**src/rtl/smc_regs.svh**
```systemverilog
`ifndef SMC_REGS_SVH
`define SMC_REGS_SVH

// =====================================================
// Mode select codes written by software
`define SMC_MODE_NONE 2'h0
`define SMC_MODE_PAUSE 2'h1
`define SMC_MODE_STOP 2'h2
`define SMC_MODE_XSTOP 2'h3

// =====================================================
// Wake source bit positions
`define SMC_SRC_N 9
`define SMC_SRC_PIN_A 0
`define SMC_SRC_PIN_B 1
`define SMC_SRC_PIN_C 2
`define SMC_SRC_PIN_E 3
`define SMC_SRC_PIN_F 4
`define SMC_SRC_PORT0 5
`define SMC_SRC_USB 6
`define SMC_SRC_BASE_TMR 7
`define SMC_SRC_IR_RX 8
// Full stop wakes on bits 0..6, crystal stop on all nine
`define SMC_STOP_WAKE_MASK 9'h07F
`define SMC_XSTOP_WAKE_MASK 9'h1FF

// =====================================================
// Timing
`define SMC_CLK_PERIOD_NS 10
`define SMC_SETTLE_NS 2000
`define SMC_SETTLE_CYC ((`SMC_SETTLE_NS + `SMC_CLK_PERIOD_NS - 1) / `SMC_CLK_PERIOD_NS)
`define SMC_CNT_W 16

`endif

```
**src/rtl/smc_pkg.sv**
```systemverilog
// =====================================================
// Types shared by the standby controller modules
package smc_pkg;

  // Controller states
  typedef enum logic [2:0] {
    SMC_RUN_ST = 3'b000, // Normal execution
    SMC_PAUSE_ST = 3'b001, // CPU paused, peripherals alive
    SMC_STOP_ST = 3'b010, // Everything stopped except the slow RC, which the watchdog controls
    SMC_XSTOP_ST = 3'b011, // Stopped except timekeeping
    SMC_SETTLE_ST = 3'b100 // Oscillators restarting
  } smc_state_type;

  // Complete state of the main controller
  typedef struct packed {
    smc_state_type state; // Current mode
    logic [15:0] cnt; // Settle countdown
    logic clr_s1; // Clear pin sync stage 1
    logic clr_s2; // Clear pin sync stage 2
    logic xtal_keep; // Crystal state caught at entry
    logic cpu_run; // Output images
    logic periph_en;
    logic timek_en;
    logic pll_ref_en;
    logic usb_pll_en;
    logic cer_en;
    logic rc_en;
    logic xtal_en;
    logic lsrc_en;
    logic sys_reset;
    logic irq_resume;
  } smc_ctrl_st_type;

endpackage : smc_pkg

```
**src/rtl/smc_if.sv**
```systemverilog
`timescale 1ns/1ns
// =====================================================
// Link between the controller and its wake qualifier
interface smc_if
  import smc_pkg::*;
(
  input wire logic clk,
  input wire logic rst_b
);
  smc_state_type mode; // Controller state
  logic [8:0] src; // Raw wake requests
  logic lvl_a; // Pin a set for level detection
  logic lvl_b; // Pin b set for level detection
  logic irq_any; // Any interrupt established
  logic wake; // Qualified wake for current mode

  modport ctrl (
    input clk,
    input rst_b,
    output mode,
    output src,
    output lvl_a,
    output lvl_b,
    output irq_any,
    input wake
  );

  modport qual (
    input clk,
    input rst_b,
    input mode,
    input src,
    input lvl_a,
    input lvl_b,
    input irq_any,
    output wake
  );
endinterface : smc_if

```
**src/rtl/smc_wake.sv**
```systemverilog
`timescale 1ns/1ns
`include "smc_regs.svh"
// =====================================================
// Wake qualifier: purely combinational, so a wake seen
// here reaches the controller state in the same cycle
module smc_wake
  import smc_pkg::*;
(
  smc_if.qual bus
);
  localparam logic [8:0] STOP_MASK = `SMC_STOP_WAKE_MASK;
  localparam logic [8:0] XSTOP_MASK = `SMC_XSTOP_WAKE_MASK;

  logic [8:0] src_q; // Sources after level qualification
  logic [8:0] hit_stop; // Sources that end full stop
  logic [8:0] hit_xstop; // Sources that end crystal stop

  // Edge-set requests on pins a and b are discarded
  always_comb begin
    src_q = bus.src;
    src_q[`SMC_SRC_PIN_A] = bus.src[`SMC_SRC_PIN_A] & bus.lvl_a;
    src_q[`SMC_SRC_PIN_B] = bus.src[`SMC_SRC_PIN_B] & bus.lvl_b;
  end

  // =====================================================
  // Per-source mode masks
  for (genvar i = 0; i < `SMC_SRC_N; i++) begin : g_src
    assign hit_stop[i] = src_q[i] & STOP_MASK[i];
    assign hit_xstop[i] = src_q[i] & XSTOP_MASK[i];
  end

  // Wake decision per mode
  always_comb begin
    case (bus.mode)
      SMC_PAUSE_ST: bus.wake = bus.irq_any;
      SMC_STOP_ST: bus.wake = |hit_stop;
      SMC_XSTOP_ST: bus.wake = |hit_xstop;
      default: bus.wake = 1'b0;
    endcase
  end
endmodule : smc_wake

```
**src/rtl/smc_ctrl.sv**
```systemverilog
`timescale 1ns/1ns
`include "smc_regs.svh"
// =====================================================
// Standby controller: pause, full stop, crystal stop
module smc_ctrl
  import smc_pkg::*;
#(
  parameter int SETTLE_CYCLES = `SMC_SETTLE_CYC // Restart wait after a stop
) (
  input wire logic CLK,
  input wire logic RST_B,
  input wire logic EXTERNAL_CLEAR_PIN_B,
  input wire logic WDT_RESET,
  input wire logic WDT_LSRC_ON,
  input wire logic MODE_WR,
  input wire logic [1:0] MODE_SEL,
  input wire logic CFG_PLL_ON,
  input wire logic CFG_CERAMIC_ON,
  input wire logic CFG_RC_ON,
  input wire logic CFG_XTAL_ON,
  input wire logic IRQ_ANY,
  input wire logic EXT_IRQ_PIN_A_REQ,
  input wire logic EXT_IRQ_PIN_B_REQ,
  input wire logic EXT_IRQ_PIN_C_REQ,
  input wire logic EXT_IRQ_PIN_E_REQ,
  input wire logic EXT_IRQ_PIN_F_REQ,
  input wire logic EXT_IRQ_PIN_A_LEVEL,
  input wire logic EXT_IRQ_PIN_B_LEVEL,
  input wire logic PORT0_IRQ,
  input wire logic USB_BUS_ACTIVE_IRQ,
  input wire logic BASE_TIMER_IRQ,
  input wire logic IR_RX_IRQ,
  output logic CPU_RUN_EN,
  output logic PERIPH_CLK_EN,
  output logic TIMEKEEP_CLK_EN,
  output logic PLL_REF_EN,
  output logic USB_PLL_EN,
  output logic CERAMIC_RESONATOR_OSC_EN,
  output logic RC_OSC_EN,
  output logic XTAL_OSC_EN,
  output logic LSRC_OSC_EN,
  output logic SYS_RESET,
  output logic IRQ_RESUME,
  output logic [2:0] STANDBY_STATE
);

  // =====================================================
  // Elaboration checks
  if (SETTLE_CYCLES < 1 || SETTLE_CYCLES > 65535) begin : g_bad_settle
    // The settle counter is 16 bits wide, so longer waits cannot be held
    $error("SETTLE_CYCLES must lie in 1..65535");
  end

  smc_ctrl_st_type st_ff; // Registered state
  smc_ctrl_st_type nxt_st; // Next state
  logic rst_evt; // Reset-type wake this cycle

  // =====================================================
  // Wake qualifier
  smc_if bus (
    .clk(CLK),
    .rst_b(RST_B)
  );

  smc_wake u_wake (
    .bus(bus.qual)
  );

  // Feed raw requests to the qualifier; it is combinational, so a
  // wake is acted on at the very edge that sees it
  assign bus.mode = st_ff.state;
  assign bus.src = {IR_RX_IRQ, BASE_TIMER_IRQ, USB_BUS_ACTIVE_IRQ, PORT0_IRQ,
                    EXT_IRQ_PIN_F_REQ, EXT_IRQ_PIN_E_REQ, EXT_IRQ_PIN_C_REQ,
                    EXT_IRQ_PIN_B_REQ, EXT_IRQ_PIN_A_REQ};
  assign bus.lvl_a = EXT_IRQ_PIN_A_LEVEL;
  assign bus.lvl_b = EXT_IRQ_PIN_B_LEVEL;
  assign bus.irq_any = IRQ_ANY;

  // Clear pin (after two flops) or watchdog reset ends any state
  // A reset cause outranks every wake and every mode write
  assign rst_evt = !st_ff.clr_s2 || WDT_RESET;

  // =====================================================
  // Next-state logic
  always_comb begin
    nxt_st = st_ff;
    // Pin synchroniser: stage 1 is read only by stage 2
    nxt_st.clr_s1 = EXTERNAL_CLEAR_PIN_B;
    nxt_st.clr_s2 = st_ff.clr_s1;
    nxt_st.irq_resume = 1'b0;
    nxt_st.sys_reset = rst_evt;
    if (rst_evt) begin
      // Reset wake: restart from the reset state in any mode
      nxt_st.state = SMC_RUN_ST;
      nxt_st.cnt = 16'h0000;
    end else begin
      case (st_ff.state)
        SMC_RUN_ST: begin
          // Mode write takes effect on the next edge
          if (MODE_WR) begin
            if (MODE_SEL == `SMC_MODE_PAUSE) begin
              nxt_st.state = SMC_PAUSE_ST;
            end else if (MODE_SEL == `SMC_MODE_STOP) begin
              nxt_st.state = SMC_STOP_ST;
            end else if (MODE_SEL == `SMC_MODE_XSTOP) begin
              nxt_st.state = SMC_XSTOP_ST;
              nxt_st.xtal_keep = st_ff.xtal_en;
            end
          end
        end
        SMC_PAUSE_ST: begin
          // Clocks never stopped, so resume at once
          if (bus.wake) begin
            nxt_st.state = SMC_RUN_ST;
            nxt_st.irq_resume = 1'b1;
          end
        end
        SMC_STOP_ST, SMC_XSTOP_ST: begin
          // Oscillators need time before the CPU may run
          if (bus.wake) begin
            nxt_st.state = SMC_SETTLE_ST;
            nxt_st.cnt = SETTLE_CYCLES[15:0];
          end
        end
        SMC_SETTLE_ST: begin
          // Count the restart wait down; CPU and peripherals stay held
          if (st_ff.cnt <= 16'h0001) begin
            nxt_st.state = SMC_RUN_ST;
            nxt_st.cnt = 16'h0000;
            nxt_st.irq_resume = 1'b1;
          end else begin
            nxt_st.cnt = st_ff.cnt - 16'h0001;
          end
        end
        default: begin
          // Unused code: recover to run
          nxt_st.state = SMC_RUN_ST;
        end
      endcase
    end

    // =====================================================
    // Output images, derived from the next state so every
    // output changes on the same edge as the state
    nxt_st.cpu_run = (nxt_st.state == SMC_RUN_ST) && !rst_evt;
    nxt_st.periph_en = (nxt_st.state == SMC_RUN_ST) ||
                       (nxt_st.state == SMC_PAUSE_ST);
    nxt_st.timek_en = (nxt_st.state != SMC_STOP_ST) &&
                      (nxt_st.state != SMC_SETTLE_ST);
    // Slow RC is owned by the watchdog in every state
    nxt_st.lsrc_en = WDT_LSRC_ON;
    case (nxt_st.state)
      SMC_STOP_ST: begin
        // Every fast oscillator off, crystal too
        nxt_st.pll_ref_en = 1'b0;
        nxt_st.cer_en = 1'b0;
        nxt_st.rc_en = 1'b0;
        nxt_st.xtal_en = 1'b0;
      end
      SMC_XSTOP_ST: begin
        // Crystal held as caught at entry
        nxt_st.pll_ref_en = 1'b0;
        nxt_st.cer_en = 1'b0;
        nxt_st.rc_en = 1'b0;
        nxt_st.xtal_en = nxt_st.xtal_keep;
      end
      default: begin
        // Run, pause, settle: software settings apply
        nxt_st.pll_ref_en = CFG_PLL_ON;
        nxt_st.cer_en = CFG_CERAMIC_ON;
        nxt_st.rc_en = CFG_RC_ON;
        nxt_st.xtal_en = CFG_XTAL_ON;
      end
    endcase
    // USB PLL cannot outlive its reference clock
    nxt_st.usb_pll_en = nxt_st.pll_ref_en;
  end

  // =====================================================
  // State register; reset image is all zero, which also
  // reads as clear pin low for two cycles, stretching reset
  always_ff @(posedge CLK or negedge RST_B) begin
    if (!RST_B) begin
      st_ff <= '0;
    end else begin
      st_ff <= nxt_st;
    end
  end

  // =====================================================
  // Outputs straight from the register
  assign CPU_RUN_EN = st_ff.cpu_run;
  assign PERIPH_CLK_EN = st_ff.periph_en;
  assign TIMEKEEP_CLK_EN = st_ff.timek_en;
  assign PLL_REF_EN = st_ff.pll_ref_en;
  assign USB_PLL_EN = st_ff.usb_pll_en;
  assign CERAMIC_RESONATOR_OSC_EN = st_ff.cer_en;
  assign RC_OSC_EN = st_ff.rc_en;
  assign XTAL_OSC_EN = st_ff.xtal_en;
  assign LSRC_OSC_EN = st_ff.lsrc_en;
  assign SYS_RESET = st_ff.sys_reset;
  assign IRQ_RESUME = st_ff.irq_resume;
  assign STANDBY_STATE = st_ff.state;
endmodule : smc_ctrl

```
**config.mk**
```make
export PLATFORM = sky130hd
export DESIGN_NAME = smc_ctrl
export DESIGN_NICKNAME = d
export VERILOG_FILES = /design/src/rtl/smc_pkg.sv /design/src/rtl/smc_if.sv /design/src/rtl/smc_wake.sv /design/src/rtl/smc_ctrl.sv
export VERILOG_INCLUDE_DIRS = /design/src /design/src/rtl
export SDC_FILE = /design/constraint.sdc
export NUM_CORES = 1
export LEC_CHECK = 0
export ABC_CLOCK_PERIOD_IN_PS = 3200
export BUFFER_PORTS_ARGS = -buffer_cell sky130_fd_sc_hd__buf_2
export CAP_MARGIN = 20
export CELL_PAD_IN_SITES_DETAIL_PLACEMENT = 0
export CELL_PAD_IN_SITES_GLOBAL_PLACEMENT = 1
export CORE_MARGIN = 5
export CORE_UTILIZATION = 44
export DETAILED_ROUTE_END_ITERATION = 8
export PLACE_DENSITY = 0.95
export SLEW_MARGIN = 20
export SYNTH_ARGS = -nofsm -noshare
export SYNTH_HDL_FRONTEND = slang
export SYNTH_SLANG_ARGS = --single-unit
```
**constraint.sdc**
```tcl
create_clock -name CLK -period 3.2 [get_ports CLK]
set_input_delay 0.96 -clock CLK [delete_from_list [all_inputs] [get_ports CLK]]
set_output_delay 0.96 -clock CLK [all_outputs]
set_load 0.01 [all_outputs]
```
==> flow_metrics.py <==
metrics = {
    "status": {
        "status": "finished, final reports clean",
    },
    "logic_synthesis": {
        "yosysMostFrequentCell": "dfrtp_1",
        "synth_commonest_cells": "dfrtp_1, o21ai_0, nand2_1",
        "syn-mean-instance-area_um2": 10.12,
        "synthTopCellsByArea": "dfrtp_1, o21ai_0, a21oi_1",
        "synth_edf_count": 0,
        "synth_top_area_share_pct": 48.27,
        "synthXorXnorAreaFrac_pct": 0,
        "synth.largest_area_cell": "dfrtp_1",
        "syn_area_um2": 1659,
        "ys_types": 43,
        "synth_compound_area_share_pct": 22.25,
        "synthArstFlopShare_pct": 100.0,
        "ys_seq_area_share_pct": 48.27,
        "postSynthCellCount": 164,
        "muxShareOfSynthArea_pct": 0.6787,
        "ys_ff_latch": 32,
        "synth_top_family_by_area": "simple AND/OR/NAND/NOR gates",
        "synthSimpleGateAreaFrac_pct": 23.15,
        "synth_ff_type": "dfrtp_1",
        "syn-num-nets": 190,
        "yosysWarnings": 0,
        "synthAdderAreaFrac_pct": 1.508,
    },
    "global_route": {
        "overflow": 0,
        "grt_max_degree": 33,
        "grt_pass1_wl_um": 6375,
        "grt_pass1_vias": 1386,
        "antenna_found_initial": 0,
        "track_usage_pct": 15.54,
    },
    "critical_path": {
        "critPathCaptureType": "register",
        "cpPeakStageDelay_ns": 0.37,
        "worstSetupPathType": "in -> reg",
        "worst_setup_path_start_kind": "input pin",
        "crit_family": "simple AND/OR/NAND/NOR gates",
        "crit_path_top_delay_cell": "mux2_2",
        "ff2ff_setup_slack_ns": 1.03,
        "critical_path_buf_inv_count": 2,
        "worst_r2r_endpoint": "st_ff[21]",
        "worstReg2RegStart": "st_ff[14]",
        "reg2reg_depth": 6,
        "cp_max_fo": 7,
        "worst_ep_arrival_time_ns": 2.41,
        "required_ns": 3.37,
        "path_cells": "buf_2, and2b_1, inv_1, nor3_1, mux2_2, a32o_1",
    },
    "pwr": {
        "p_sw_uw": 203.0,
        "p_clk_share_pct": 39.9,
        "peakVddDrop_uv": 322.4,
        "power_uw": 819.6,
        "combPwrFrac_pct": 8.8,
        "p_per_area_nw_per_um2": 420.2,
        "p_seq_share_pct": 51.4,
        "p_sw_share_pct": 24.76,
        "p_leak_nw": 0.9935,
        "p_int_uw": 616.6,
    },
    "cts": {
        "cts_tree": "yes",
        "h-tree-depth": 2,
        "clk_latency_ns": 0.30,
        "ctsResizeCount": 0,
        "cts_root_buf": "clkbuf_8",
        "clkSlewWorstSetupHoldPaths_ns": 0.06,
        "numCtsBuffers": 5,
        "post_cts_buffers": 0,
        "cts_buffer_depth": 2,
        "cts_num_sinks": 32,
        "ctsHoldBuffers": 0,
    },
    "cells_and_area": {
        "fin_area_um2": 1951,
        "area_growth_pct": 17.57,
        "drive_above_1_share_pct": 27.23,
        "nets": 227,
        "num-fill-cells": 334,
        "diodes": 0,
        "seqCellArea_um2": 800.8,
        "multi_input_area_um2": 789.5,
    },
    "drt": {
        "first_pass_iters": 4,
        "ant_nets": 0,
        "vias": 1397,
        "viasPerCell": 5.588,
        "postRouteWirelength_um": 3696,
        "drt_iter0_markers": 89,
        "drc": 0,
        "wire_per_inst_um": 14.78,
    },
    "floorplanning": {
        "chipHeight_um": 71.41,
        "ios": 38,
        "die_w_um": 71.41,
        "dieArea_um2": 5099,
        "rows": 22,
        "initial_utilization_pct": 45.32,
        "coreArea_um2": 3661,
    },
    "sta": {
        "maxSlewViolCount": 0,
        "hold_viol": 0,
        "fmax_ghz": 0.4470,
        "slew_headroom_pct": 53.43,
        "finalCritPeriodShare_pct": 69.90,
        "rsz0062_at_grt": "false",
        "setup_viol": 0,
        "tightestPinTransition_ns": 0.6985,
        "fin_crit_ns": 2.237,
        "fin_setup_tns_ns": 0,
        "finClkSkew_ns": 0.01300,
        "hold_slack_ns": 0.3596,
    },
    "worst_hold_path": {
        "whs_path_depth": 0,
        "hp-class": "reg -> reg",
        "holdPathEnd": "st_ff[12]",
        "min_from": "nxt_st[12]",
    },
    "placed_design": {
        "portBuffers": 37,
        "place_area_um2": 1858,
        "gp_congestion": 0.8290,
        "hpwlAfterDp_um": 2670,
    },
    "run": {
        "maxCapViolCount": 0,
    },
}
final cells by class:
cell class | instances | area share, %
clock buffer | 6 | 4.233
clock inverter | 2 | 0.5131
sequential | 32 | 41.05
timing repair buffer | 37 | 9.493
tap | 48 | 3.079
multi-input combinational | 119 | 40.47
inverter | 6 | 1.155
metal layers:
layer / wire, µm / track usage, % / up-vias
li1: - / - / 687
met1: 1707 / 20.78 / 670
met2: 1753 / 24.80 / 33
met3: 180 / 3.366 / 7
met4: 55 / 5.637 / 0
met5: 0 / 0 / -
power by group through the flow:
stage / Clock (mW) / Combinational, mW / Sequential (mW)
6_report: 0.327 / 0.0717 / 0.421
3_3_place_gp: 0 / 0.0721 / 0.428
2_1_floorplan: 0 / 0.0345 / 0.431
5_1_grt: 0.349 / 0.0819 / 0.422
3_5_place_dp: 0 / 0.0726 / 0.429
4_1_cts: 0.330 / 0.0730 / 0.421
worst max-delay path by stage:
stage / from / endpoint / slack (ns) / cells after the start
finish: WDT_RESET / XTAL_OSC_EN / 0.96 / 6
global route: st_ff[14] / st_ff[20] / 0.83 / 6
CTS: WDT_RESET / XTAL_OSC_EN / 0.97 / 6
detailed placement: WDT_RESET / XTAL_OSC_EN / 0.67 / 6
global placement: WDT_RESET / XTAL_OSC_EN / 0.67 / 6
floorplan: WDT_RESET / XTAL_OSC_EN / 0.92 / 5
metrics by stage:
stage / std cells / utilization, % / setup slack (ns)
5_1_grt: 250 / 53.28 / 0.8276
2_1_floorplan: 164 / - / 0.9248
3_3_place_gp: 242 / 50.75 / 0.6733
4_1_cts: 250 / 53.28 / 0.9685
3_5_place_dp: 242 / 50.75 / 0.6663
6_report: 250 / 53.28 / 0.9631
registers in the layout, indices dropped and copies added, names as in the netlist:
signal and count:
PERIPH_CLK_EN 1, LSRC_OSC_EN 1, XTAL_OSC_EN 1, TIMEKEEP_CLK_EN 1, USB_PLL_EN 1, CERAMIC_RESONATOR_OSC_EN 1, RC_OSC_EN 1, CPU_RUN_EN 1
IRQ_RESUME 1, st_ff 18, STANDBY_STATE 3, SYS_RESET 1, nxt_st 1
worst reg2reg max path: cells and delay by family, from the launching register on:
family / cells / cell delay, ns
buffers and inverters: 1 / 0.11
AO/OA/AOI/OAI: 4 / 1.24
flip-flops: 1 / 0.46
adder cells (fa/ha/maj): 1 / 0.25
kinds of logic (layout without fill, tap and decap cells):
group	Yosys count	in the layout
and+or+nand+nor	63	63
AOI/OAI and AO/OA	53	53
DFF	32	32
buffers and inverters	13	51
adders and majority gates	2	2
muxes	1	1
placed cells by master (no fill, tap or decap), types with 6 or more instances in the layout:
| cell | count |
|---|---|
| inv_1 | 6 |
| buf_2 | 37 |
| nor2_1 | 10 |
| o21ai_0 | 17 |
| nand2_1 | 11 |
| clkbuf_8 | 6 |
| a21oi_1 | 9 |
| dfrtp_1 | 32 |
| nor3_1 | 6 |
(Power assumes the default switching activity.)
